<file path="src/hdl/pcs_pkg.sv">
package pcs_pkg;

  localparam int PC_W = 15;
  localparam int LATCH_W = 7;
  localparam int PTR_W = 5;
  localparam int STACK_DEPTH = 16;
  localparam int OPND_W = 11;
  localparam int PROG_SPACE_BIT = 15;

  localparam logic [14:0] PC_RESET = 15'h0000;
  localparam logic [6:0] LATCH_RESET = 7'h00;
  localparam logic [4:0] PTR_RESET = 5'h1F;
  localparam logic [4:0] PTR_EMPTY = 5'h1F;
  localparam logic FAULT_RST_RESET = 1'b1;
  localparam logic [14:0] INT_VECTOR_RESET = 15'h0004;

  localparam logic [7:0] OFS_LOW = 8'h00;
  localparam logic [7:0] OFS_LATCH = 8'h04;
  localparam logic [7:0] OFS_PTR = 8'h08;
  localparam logic [7:0] OFS_TOP_LOW = 8'h0C;
  localparam logic [7:0] OFS_TOP_HIGH = 8'h10;
  localparam logic [7:0] OFS_FLAGS = 8'h14;
  localparam logic [7:0] OFS_CONFIG = 8'h18;

  localparam int BIT_OVERRUN = 0;
  localparam int BIT_UNDERRUN = 1;
  localparam int BIT_FAULT_RST = 0;

  typedef enum logic [3:0] {
    OP_NONE,
    OP_STEP,
    OP_WRITE_LOW,
    OP_WRITE_LATCH,
    OP_CALL,
    OP_CALL_IND,
    OP_BRANCH_ACC,
    OP_BRANCH_IMM,
    OP_RETURN,
    OP_RETURN_LIT,
    OP_INT_EXIT,
    OP_VECTOR
  } pcs_op_e;

  typedef enum logic {
    ST_RUN,
    ST_EXTRA
  } pcs_state_e;

endpackage : pcs_pkg

</file>
<file path="src/hdl/pcs_core.sv">
// Notes on behaviour
// - Return-address stack holds 16 entries of 15 bits each.
// - Stack fault sets its flag; with fault reset enabled, requests a reset.
// - Fault flags set regardless of the fault reset option.
// - With fault reset off, stack wraps; push 17 overwrites entry of push 1.
// - Counter is 15 bits; low byte readable/writable, high bits from latch.
// - Every reset clears the whole counter to zero.
// - Writing the low byte also loads high bits from the latch.
// - Direct call: operand gives 11 low bits, latch bits 6:3 the rest.
// - Indirect call: accumulator gives low byte, latch gives high bits.
// - Accumulator branch: counter becomes counter plus one plus unsigned acc.
// - Immediate branch: counter plus one plus signed operand bits 8:0, any page.
// - Calls and interrupt entry push; returns and interrupt exit pop.
// - Push and pop leave the high-byte latch alone, except interrupt exit, which restores it from its shadow.
// - Software reaches stack via pointer and top-entry high/low registers.
// - Stack pointer is five bits to expose overrun and underrun.
// - Push increments pointer then writes; pop reads then decrements.
// - Indirect access into program memory costs one extra cycle.
// - Interrupt entry saves core registers to shadows; exit restores them.
module pcs_core #(
  parameter logic [14:0] INT_VECTOR = pcs_pkg::INT_VECTOR_RESET,
  parameter int STACK_DEPTH = pcs_pkg::STACK_DEPTH
) (
  input wire logic ref_clk,
  input wire logic reset,
  input wire logic cyc_i,
  input wire logic stb_i,
  input wire logic we_i,
  input wire logic [7:0] adr_i,
  input wire logic [3:0] sel_i,
  input wire logic [31:0] dat_i,
  output logic [31:0] dat_o,
  output logic ack_o,
  input wire logic opValid,
  input wire pcs_pkg::pcs_op_e opCode,
  input wire logic [10:0] operand,
  input wire logic [7:0] accumulator,
  input wire logic indirectUse,
  input wire logic indirectSel,
  input wire logic [15:0] fileSelect0,
  input wire logic [15:0] fileSelect1,
  input wire logic [7:0] ctxAcc,
  input wire logic [7:0] ctxStatus,
  input wire logic [7:0] ctxBank,
  output logic [14:0] pc,
  output logic [6:0] counterHighLatch,
  output logic [4:0] stackPointer,
  output logic stackOverrunFlag,
  output logic stackUnderrunFlag,
  output logic softResetReq,
  output logic extraCycle,
  output logic [7:0] shadowAcc,
  output logic [7:0] shadowStatus,
  output logic [7:0] shadowBank,
  output logic restoreStrobe
);

  if (STACK_DEPTH != 2 ** (pcs_pkg::PTR_W - 1)) begin : g_depth_check
    $error("STACK_DEPTH must match the five-bit pointer");
  end

  function automatic logic [14:0] signExt9(input logic [8:0] v);
    return {{6{v[8]}}, v};
  endfunction : signExt9

  function automatic logic regHit(input logic [7:0] a, input logic [7:0] o);
    return a == o;
  endfunction : regHit

  function automatic logic [14:0] withLatch(input logic [6:0] hi,
    input logic [7:0] lo);
    return {hi, lo};
  endfunction : withLatch

  //////////////////////////////////////////////////////////////////////////
  // State

  logic [14:0] pc_q, pc_d;
  logic [6:0] latch_q, latch_d;
  logic [4:0] ptr_q, ptr_d;
  logic overrun_q, overrun_d;
  logic underrun_q, underrun_d;
  logic faultRstEn_q, faultRstEn_d;
  logic softReset_q, softReset_d;
  logic restore_q, restore_d;
  logic [7:0] shAcc_q, shAcc_d;
  logic [7:0] shStatus_q, shStatus_d;
  logic [7:0] shBank_q, shBank_d;
  logic [6:0] shLatch_q, shLatch_d;
  logic ack_q;
  logic [31:0] rdData_q;
  pcs_pkg::pcs_state_e state_q, state_d;

  // No reset on the array: contents are undefined until pushed
  logic [14:0] stackMem [STACK_DEPTH];
  logic stackWe;
  logic [3:0] stackWaddr;
  logic [14:0] stackWdata;

  //////////////////////////////////////////////////////////////////////////
  // Bus decode

  wire logic busReq = cyc_i & stb_i;
  wire logic busTake = busReq & ~ack_q;
  wire logic busWr = busReq & we_i & ack_q & sel_i[0];
  wire logic selLow = regHit(adr_i, pcs_pkg::OFS_LOW);
  wire logic selLatch = regHit(adr_i, pcs_pkg::OFS_LATCH);
  wire logic selPtr = regHit(adr_i, pcs_pkg::OFS_PTR);
  wire logic selTopLow = regHit(adr_i, pcs_pkg::OFS_TOP_LOW);
  wire logic selTopHigh = regHit(adr_i, pcs_pkg::OFS_TOP_HIGH);
  wire logic selFlags = regHit(adr_i, pcs_pkg::OFS_FLAGS);
  wire logic selConfig = regHit(adr_i, pcs_pkg::OFS_CONFIG);
  wire logic wrLow = busWr & selLow;
  wire logic wrLatch = busWr & selLatch;
  wire logic wrPtr = busWr & selPtr;
  wire logic wrTopLow = busWr & selTopLow;
  wire logic wrTopHigh = busWr & selTopHigh;
  wire logic wrFlags = busWr & selFlags;
  wire logic wrConfig = busWr & selConfig;

  wire logic [14:0] topEntry = stackMem[ptr_q[3:0]];

  // Reserved bits read as zero, and so do unmapped offsets
  wire logic [31:0] readWord =
    selLow ? 32'(pc_q[7:0]) :
    selLatch ? 32'(latch_q) :
    selPtr ? 32'(ptr_q) :
    selTopLow ? 32'(topEntry[7:0]) :
    selTopHigh ? 32'(topEntry[14:8]) :
    selFlags ? 32'({underrun_q, overrun_q}) :
    selConfig ? 32'(faultRstEn_q) :
    32'h00000000;

  //////////////////////////////////////////////////////////////////////////
  // Core operation decode

  wire logic [14:0] pcPlusOne = pc_q + 15'h0001;
  wire logic [15:0] pointedAddr = indirectSel ? fileSelect1 : fileSelect0;
  wire logic progAccess = opValid & indirectUse &
    pointedAddr[pcs_pkg::PROG_SPACE_BIT];
  wire logic [4:0] pushPtr = ptr_q + 5'h01;
  wire logic [4:0] popPtr = ptr_q - 5'h01;
  wire logic pushOverruns = pushPtr[4];
  wire logic popUnderruns = (ptr_q == pcs_pkg::PTR_EMPTY);

  logic doPush;
  logic doPop;
  logic [14:0] pushValue;
  logic overSet;
  logic underSet;

  always_comb begin
    pc_d = pc_q;
    latch_d = latch_q;
    doPush = 1'b0;
    doPop = 1'b0;
    pushValue = pcPlusOne;
    restore_d = 1'b0;
    shAcc_d = shAcc_q;
    shStatus_d = shStatus_q;
    shBank_d = shBank_q;
    shLatch_d = shLatch_q;
    if (wrLow) begin
      pc_d = withLatch(latch_q, dat_i[7:0]);
    end
    if (wrLatch) begin
      latch_d = dat_i[6:0];
    end
    if (opValid) begin
      case (opCode)
        pcs_pkg::OP_STEP: begin
          pc_d = pcPlusOne;
        end
        pcs_pkg::OP_WRITE_LOW: begin
          pc_d = withLatch(latch_q, operand[7:0]);
        end
        pcs_pkg::OP_WRITE_LATCH: begin
          latch_d = operand[6:0];
        end
        pcs_pkg::OP_CALL: begin
          doPush = 1'b1;
          pc_d = {latch_q[6:3], operand};
        end
        pcs_pkg::OP_CALL_IND: begin
          doPush = 1'b1;
          pc_d = withLatch(latch_q, accumulator);
        end
        pcs_pkg::OP_BRANCH_ACC: begin
          pc_d = pcPlusOne + {7'h00, accumulator};
        end
        pcs_pkg::OP_BRANCH_IMM: begin
          pc_d = pcPlusOne + signExt9(operand[8:0]);
        end
        pcs_pkg::OP_RETURN, pcs_pkg::OP_RETURN_LIT: begin
          doPop = 1'b1;
          pc_d = topEntry;
        end
        pcs_pkg::OP_INT_EXIT: begin
          doPop = 1'b1;
          pc_d = topEntry;
          latch_d = shLatch_q;
          restore_d = 1'b1;
        end
        pcs_pkg::OP_VECTOR: begin
          // Interrupted instruction has not run yet, so it is the return
          doPush = 1'b1;
          pushValue = pc_q;
          pc_d = INT_VECTOR;
          shAcc_d = ctxAcc;
          shStatus_d = ctxStatus;
          shBank_d = ctxBank;
          shLatch_d = latch_q;
        end
        default: begin
        end
      endcase
    end
  end

  // Stack pointer, array write port and fault detection
  always_comb begin
    ptr_d = ptr_q;
    stackWe = 1'b0;
    stackWaddr = ptr_q[3:0];
    stackWdata = topEntry;
    overSet = 1'b0;
    underSet = 1'b0;
    softReset_d = 1'b0;
    if (wrPtr) begin
      ptr_d = dat_i[4:0];
    end
    if (wrTopLow) begin
      stackWe = 1'b1;
      stackWdata = {topEntry[14:8], dat_i[7:0]};
    end
    if (wrTopHigh) begin
      stackWe = 1'b1;
      stackWdata = {dat_i[6:0], topEntry[7:0]};
    end
    // Core wins over a bus write landing in the same cycle
    if (doPush) begin
      ptr_d = pushPtr;
      stackWe = 1'b1;
      // Low index bits wrap, so push 17 lands on entry of push 1
      stackWaddr = pushPtr[3:0];
      stackWdata = pushValue;
      overSet = pushOverruns;
    end
    if (doPop) begin
      ptr_d = popPtr;
      // A pop also cancels a top-entry write from the bus
      stackWe = 1'b0;
      underSet = popUnderruns;
    end
    if ((overSet | underSet) & faultRstEn_q) begin
      softReset_d = 1'b1;
    end
  end

  // Hardware set wins over a software clear in the same cycle
  assign overrun_d = overSet |
    (wrFlags ? dat_i[pcs_pkg::BIT_OVERRUN] : overrun_q);
  assign underrun_d = underSet |
    (wrFlags ? dat_i[pcs_pkg::BIT_UNDERRUN] : underrun_q);
  assign faultRstEn_d =
    wrConfig ? dat_i[pcs_pkg::BIT_FAULT_RST] : faultRstEn_q;

  // One extra cycle while indirect data is fetched from program memory
  always_comb begin
    state_d = state_q;
    case (state_q)
      pcs_pkg::ST_RUN: begin
        if (progAccess) begin
          state_d = pcs_pkg::ST_EXTRA;
        end
      end
      pcs_pkg::ST_EXTRA: begin
        state_d = pcs_pkg::ST_RUN;
      end
      default: begin
        state_d = pcs_pkg::ST_RUN;
      end
    endcase
  end

  //////////////////////////////////////////////////////////////////////////
  // Registers

  always_ff @(posedge ref_clk) begin
    if (reset) begin
      pc_q <= pcs_pkg::PC_RESET;
      latch_q <= pcs_pkg::LATCH_RESET;
      ptr_q <= pcs_pkg::PTR_RESET;
      softReset_q <= 1'b0;
      restore_q <= 1'b0;
      state_q <= pcs_pkg::ST_RUN;
    end else if (softReset_d) begin
      // Stack fault acts as a reset of its own; flags survive it
      pc_q <= pcs_pkg::PC_RESET;
      latch_q <= pcs_pkg::LATCH_RESET;
      ptr_q <= pcs_pkg::PTR_RESET;
      softReset_q <= 1'b1;
      restore_q <= 1'b0;
      state_q <= pcs_pkg::ST_RUN;
    end else begin
      pc_q <= pc_d;
      latch_q <= latch_d;
      ptr_q <= ptr_d;
      softReset_q <= 1'b0;
      restore_q <= restore_d;
      state_q <= state_d;
    end
  end

  always_ff @(posedge ref_clk) begin
    if (reset) begin
      overrun_q <= 1'b0;
      underrun_q <= 1'b0;
      faultRstEn_q <= pcs_pkg::FAULT_RST_RESET;
      shAcc_q <= 8'h00;
      shStatus_q <= 8'h00;
      shBank_q <= 8'h00;
      shLatch_q <= pcs_pkg::LATCH_RESET;
    end else begin
      overrun_q <= overrun_d;
      underrun_q <= underrun_d;
      faultRstEn_q <= faultRstEn_d;
      shAcc_q <= shAcc_d;
      shStatus_q <= shStatus_d;
      shBank_q <= shBank_d;
      shLatch_q <= shLatch_d;
    end
  end

  always_ff @(posedge ref_clk) begin
    if (stackWe) begin
      stackMem[stackWaddr] <= stackWdata;
    end
  end

  // Single-cycle classic slave: ack one cycle after the request
  always_ff @(posedge ref_clk) begin
    if (reset) begin
      ack_q <= 1'b0;
      rdData_q <= 32'h00000000;
    end else begin
      ack_q <= busTake;
      if (busTake) begin
        rdData_q <= readWord;
      end
    end
  end

  //////////////////////////////////////////////////////////////////////////
  // Outputs

  assign dat_o = rdData_q;
  assign ack_o = ack_q;
  assign pc = pc_q;
  assign counterHighLatch = latch_q;
  assign stackPointer = ptr_q;
  assign stackOverrunFlag = overrun_q;
  assign stackUnderrunFlag = underrun_q;
  assign softResetReq = softReset_q;
  assign extraCycle = (state_q == pcs_pkg::ST_EXTRA);
  assign shadowAcc = shAcc_q;
  assign shadowStatus = shStatus_q;
  assign shadowBank = shBank_q;
  assign restoreStrobe = restore_q;

endmodule : pcs_core

</file>
<file path="config.mk">
export PLATFORM = sky130hd
export DESIGN_NAME = pcs_core
export DESIGN_NICKNAME = d
export VERILOG_FILES = /design/src/hdl/pcs_pkg.sv /design/src/hdl/pcs_core.sv
export SDC_FILE = /design/constraint.sdc
export NUM_CORES = 1
export LEC_CHECK = 0
export ABC_AREA = 1
export BUFFER_PORTS_ARGS = -buffer_cell sky130_fd_sc_hd__buf_2
export CAP_MARGIN = 20
export CORE_MARGIN = 4
export CORE_UTILIZATION = 60
export DETAILED_ROUTE_END_ITERATION = 16
export PLACE_DENSITY = 0.82
export SYNTH_ARGS = -nofsm -noshare
export SYNTH_HDL_FRONTEND = slang
export SYNTH_SLANG_ARGS = --single-unit
</file>
<file path="constraint.sdc">
create_clock -name ref_clk -period 5.8 [get_ports ref_clk]
set_input_delay 0.29 -clock ref_clk [delete_from_list [all_inputs] [get_ports ref_clk]]
set_output_delay 0.29 -clock ref_clk [all_outputs]
set_load 0.1 [all_outputs]
</file>
* After elaboration in Yosys (flattened, before gate mapping) *
Memory sizes are Yosys's and may differ from the RTL's. A register that Yosys moved wholly into a read port is not among the register bits.
Cells that the tools add are included.

operators by class
  add/sub/neg operators = 5
  equal/unequal tests = 18
  mux-type cells = 44
  bitwise operators = 21
  reductions and logical operators = 7

operators by type and width
  operator               number
  $pmux 15 s8            1
  $mux 15                6
  $mux 8                 5
  $eq 8x5->1 const B     3
  $mux 7                 3
  $mux 1                 19
  $eq 4x3->1 const B     4
  $eq 4x4->1 const B     4
  $eq 8x4->1 const B     2
  $mux 16                1
  $add 15x1->15 const B  1
  $add 15x15->15         1
  $add 15x8->15          1
  $and 1x1->1            15
  $mux 5                 3
  $pmux 7 s2             1
  $mux 4                 3
  $reduce_or 3->1        3
  $eq 4x2->1 const B     2
  $eq 8x3->1 const B     1
  $logic_not 8->1        1
  $add 5x1->5 const B    1
  $eq 5x5->1 const B     1
  $sub 5x1->5 const B    1
  8 further kinds        12

word-level totals
  register bits = 97
  memory bits (writable) = 240
  input bits = 131
  word-level logic and storage cells = 111
  memories kept = 1

memories
  memory    words  width  read ports  clocked after Yosys merged registers in  wr ports  line            RTL
  stackMem  16     15     1           1                                        1         pcs_core.sv:95  logic [14:0] stackMem [STACK_DEPTH];

* Longest topological paths before layout *
  word-level depth = 11
  depth in mapped cells = 21

* Worst setup path before layout *
Ideal clock, no wire load.

  path kind = register -> register
  from = register pc_q[0] (netlist: pc[0])
  to = register pc_q[10] (netlist: pc[10])
  setup time = 109 ps
  data arrival time = 3177 ps
  path slack = 2514 ps
  cell stages (with the launch flop) = 19
  path buffers = 0
  period minus slack after synthesis = 3286 ps
  path through = dfxtp_1 -> nand3_1 -> inv_1 -> nand2_1 -> nor2_1 -> nand2_1 -> nand2_1 -> inv_1 -> ha_1 -> inv_1 -> nor3_1 -> nand2_1 -> nand3_1 -> a21oi_1 -> or2_2 -> nand3_1 -> nand3_1 -> nand2_1 -> inv_1

on the way
  word-level cells in the longest chain between the ends = 4

RTL lines
  item                                                    line                              RTL
  from (decl)                                             pcs_core.sv:78                    logic [14:0] pc_q, pc_d;
  from (signal assigned)                                  pcs_core.sv:291                   pc_q <= pcs_pkg::PC_RESET;
  from (signal assigned)                                  pcs_core.sv:299                   pc_q <= pcs_pkg::PC_RESET;
  from (signal assigned)                                  pcs_core.sv:306                   pc_q <= pc_d;
  $add 15x1->15 (*)                                       pcs_core.sv:137                   wire logic [14:0] pcPlusOne = pc_q + 15'h0001;
  $add 15x15->15 / $add 15x8->15 (equally long branches)  pcs_core.sv:192, pcs_core.sv:189
  $pmux 15 s8 (*)                                         pcs_core.sv:170                   case (opCode)
  $mux 15 (*)                                             pcs_core.sv:169                   if (opValid) begin

Every way passes the cells marked *; elsewhere a longest branch is shown, timed or not.
A chain may end at the register's enable or synchronous reset.

==> flow_metrics.tcl <==
set metrics [dict create \
    outcome "finished clean" \
    syn-cell-area_sq_um 15390 \
    antenna_found_initial 0 \
    final-hold-violation-count 0 \
    worst-endpoint-arrival_ps 3770 \
    sequentialPowerShare_pct 47.1 \
    row_count 58 \
    grt_util_all_layers_pct 30.30 \
    mostFrequentLayoutCells "272 x nor2_1, 269 x nand2_1, 240 x edfxtp_1" \
    cts_sinks 317 \
    synth_cells 1707 \
    clkLatencyLatePin_ps 580 \
    mostFrequentLayoutCell "nor2_1" \
    synth-seq-area-share_pct 56.86 \
    synth.ff_latch_count 317 \
    leakage_power_of_the_design_uw 0.007236 \
    cellInternalPower_uw 3912 \
    maxSlewHeadroom_pct 27.41 \
    grt_start_max_net_pins 73 \
    period_minus_slack_ps 3554 \
    clock_skew_ps 18.86 \
    dpl.cell_count 2132 \
    grt_first_pass_wirelength_um 67740 \
    cap_viol_max_count 0 \
    synth-async-reset-ratio_pct 0 \
    combinational_fraction_of_design_power_pct 17.5 \
    placement.io_buffers 138 \
    layout_worst_path_cycle_share_pct 61.27 \
    power.switching_fraction_pct 29.49 \
    pre_cts_ws_ps 2135 \
    viasPerCell 5.980 \
    critPathMaxFanout 35 \
    post-route-worst-setup-slack_ps 2246 \
    grt_total_ovfl 0 \
    slew_violations 0 \
    postCtsSetupBuffers 0 \
    dieHeight_um 168.1 \
    pwr_density_cell_nw_per_um2 315.1 \
    cts_max_path_buffers 3 \
    synthToLayoutAreaGrowth_pct 14.43 \
    boundaryPins 220 \
    route.final.wire_length_um 44750 \
    startpoint_type "flop" \
    postSynthAreaPerCell_sq_um 9.013 \
    layout-drive-gt1-share_pct 13.23 \
    floorplan.die_area_sq_um 28270 \
    drt_drc_violations_left 0 \
    grt_setup_unrepaired "no" \
    cp_endpoint_kind "flop" \
    power_switching_uw 1637 \
    tritoncts "yes" \
    setup_violations 0 \
    via_count 13275 \
    drt_pre_antenna_iters 6 \
    worst_endpoint_required_time_ps 6020 \
    ant_nets 0 \
    hold_ws_ps 17.36 \
    placedInstanceArea_sq_um 16320 \
    post_synth_edffs 240 \
    irDropWorstVdd_mv 0.2605 \
    detailed_place_hpwl_um 29740 \
    setup_tns_ps 0 \
    clockRootBuffer "clkbuf_16" \
    synth_top_flop_cell "edfxtp_1" \
    num-nets-final 2018 \
    tritoncts.num_buffers 31 \
    design_area_sq_um 17610 \
    drt_iter0_markers 1848 \
    grt_pass1_vias 12421 \
    max_clock_freq_mhz 281.4 \
    synth.lib_cells_used.distinct 46 \
    initial_core_util_pct 61.10 \
    core_area_sq_um 25180 \
    htreeDepth 1 \
    synth-warning-count 0 \
    worst_hold_path_type "input port to flop" \
    tightest_slew_ps 1089 \
    power_frac_clock_pct 35.4 \
    reg_clk_slew_reported_paths_ps 70 \
    place.gp.congestion 0.9824 \
    wl_per_cell_um 20.16 \
    worst-setup-path-type "flop to flop" \
    die_width_um 168.1 \
    finish.cell_count_without_fillers 2220 \
]
-- power by group through the flow --
stage | clock network (uW) | logic (uW) | registers (uW)
5_1_grt | 2070 | 1040 | 2610
4_1_cts | 1960 | 930 | 2610
6_report | 1960 | 972 | 2610
3_5_place_dp | 0 | 909 | 2660
2_1_floorplan | 0 | 525 | 2780
3_3_place_gp | 0 | 889 | 2660
-- synthesized netlist by cell type, types with 2 or more instances --
cell      number  area, sq um
nor2_1       272         1021
nand2_1      269         1010
edfxtp_1     240         7207
o21ai_0      197        986.0
inv_1        164        615.6
nand3_1      101        505.5
a21oi_1       79        395.4
dfxtp_1       77         1541
o211ai_1      54        405.4
clkbuf_1      49        183.9
buf_4         27        202.7
buf_2         21        105.1
o221ai_1      20        175.2
ha_1          19        237.7
o21ai_1       17        85.08
nand4_1       14        87.58
nor3_1        13        65.06
xor2_1        10        87.58
o22ai_1        7        43.79
inv_2          6        22.52
a31oi_1        5        31.28
nor2_2         5        31.28
or2_2          5        31.28
a211oi_1       3        22.52
a22oi_1        3        22.52
nand2_2        3        18.77
nor2_4         3        33.78
o21bai_1       3        22.52
a221oi_1       2        17.52
nor3_2         2        20.02
o31ai_1        2        15.01
-- routing by layer --
metal,global-route usage (%),part of all wire (%)
met5,0,0
met4,10.37,3.4
met3,7.232,11
met2,47.43,46
met1,41.95,40
-- worst paths after layout --
path,start,end,slack (ps),cells past startpoint
setup reg to reg,flop,stackMem[6][14]$_DFFE_PP_,2250,9
setup / recovery,flop,stackMem[6][14]$_DFFE_PP_,2250,9
hold reg to reg,extraCycle$_SDFF_PP0_,extraCycle$_SDFF_PP0_,420,1
hold / removal,reset,dat_o[6]$_SDFFE_PP0P_,20,2
-- state kept, by name, indices dropped and copies added (netlist names), named ones only --
signal             count
stackMem             240
pc                    15
dat_o                  8
shadowAcc              8
shadowBank             8
shadowStatus           8
counterHighLatch       7
shLatch_q              7
stackPointer           5
ack_o                  1
extraCycle             1
faultRstEn_q           1
restoreStrobe          1
softResetReq           1
stackOverrunFlag       1
stackUnderrunFlag      1
-- through the flow --
stage	utilization [%]	total power, uW
after floorplan	-	3305
after global placement	64.79	3551
after detailed placement	64.82	3571
after CTS	69.70	5507
after global routing	69.91	5721
final	69.92	5549
-- cell families (layout without fill, tap and decap cells) --
kind of cell	Yosys count	after routing	synth area share, %
simple gates	691	691	18.62
compound gates	396	396	14.66
flops	317	317	56.86
buf+inv	270	429	7.465
fa+ha+maj	20	20	1.675
xor+xnor	11	11	0.6262
other cells	1	25	0.02437
mux	1	1	0.06506
-- cell type report --
type	instances	area, sq um
Tap cell	330	412.9
Fill cell	1874	7575
Timing Repair Buffer	203	1241
Antenna cell	1	2.502
Clock inverter	16	173.9
Sequential cell	317	8753
Clock buffer	39	805.8
Inverter	171	641.9
Multi-Input combinational cell	1143	5575
-- repair_timing --
action,in CTS,in global routing
endpoints found under the hold margin,25,0
resized for setup,0,0
hold buffers,25,0
-- worst max-delay path: stages, from the launching register on --
cell      delay, ps
dfxtp_2         310
buf_4           230
inv_1           460
buf_4           520
o21ai_0         180
o211ai_1        190
nand3_1         130
nand2_1         210
nor2_1           60
o221ai_1        830
(Power assumes the default switching activity.)
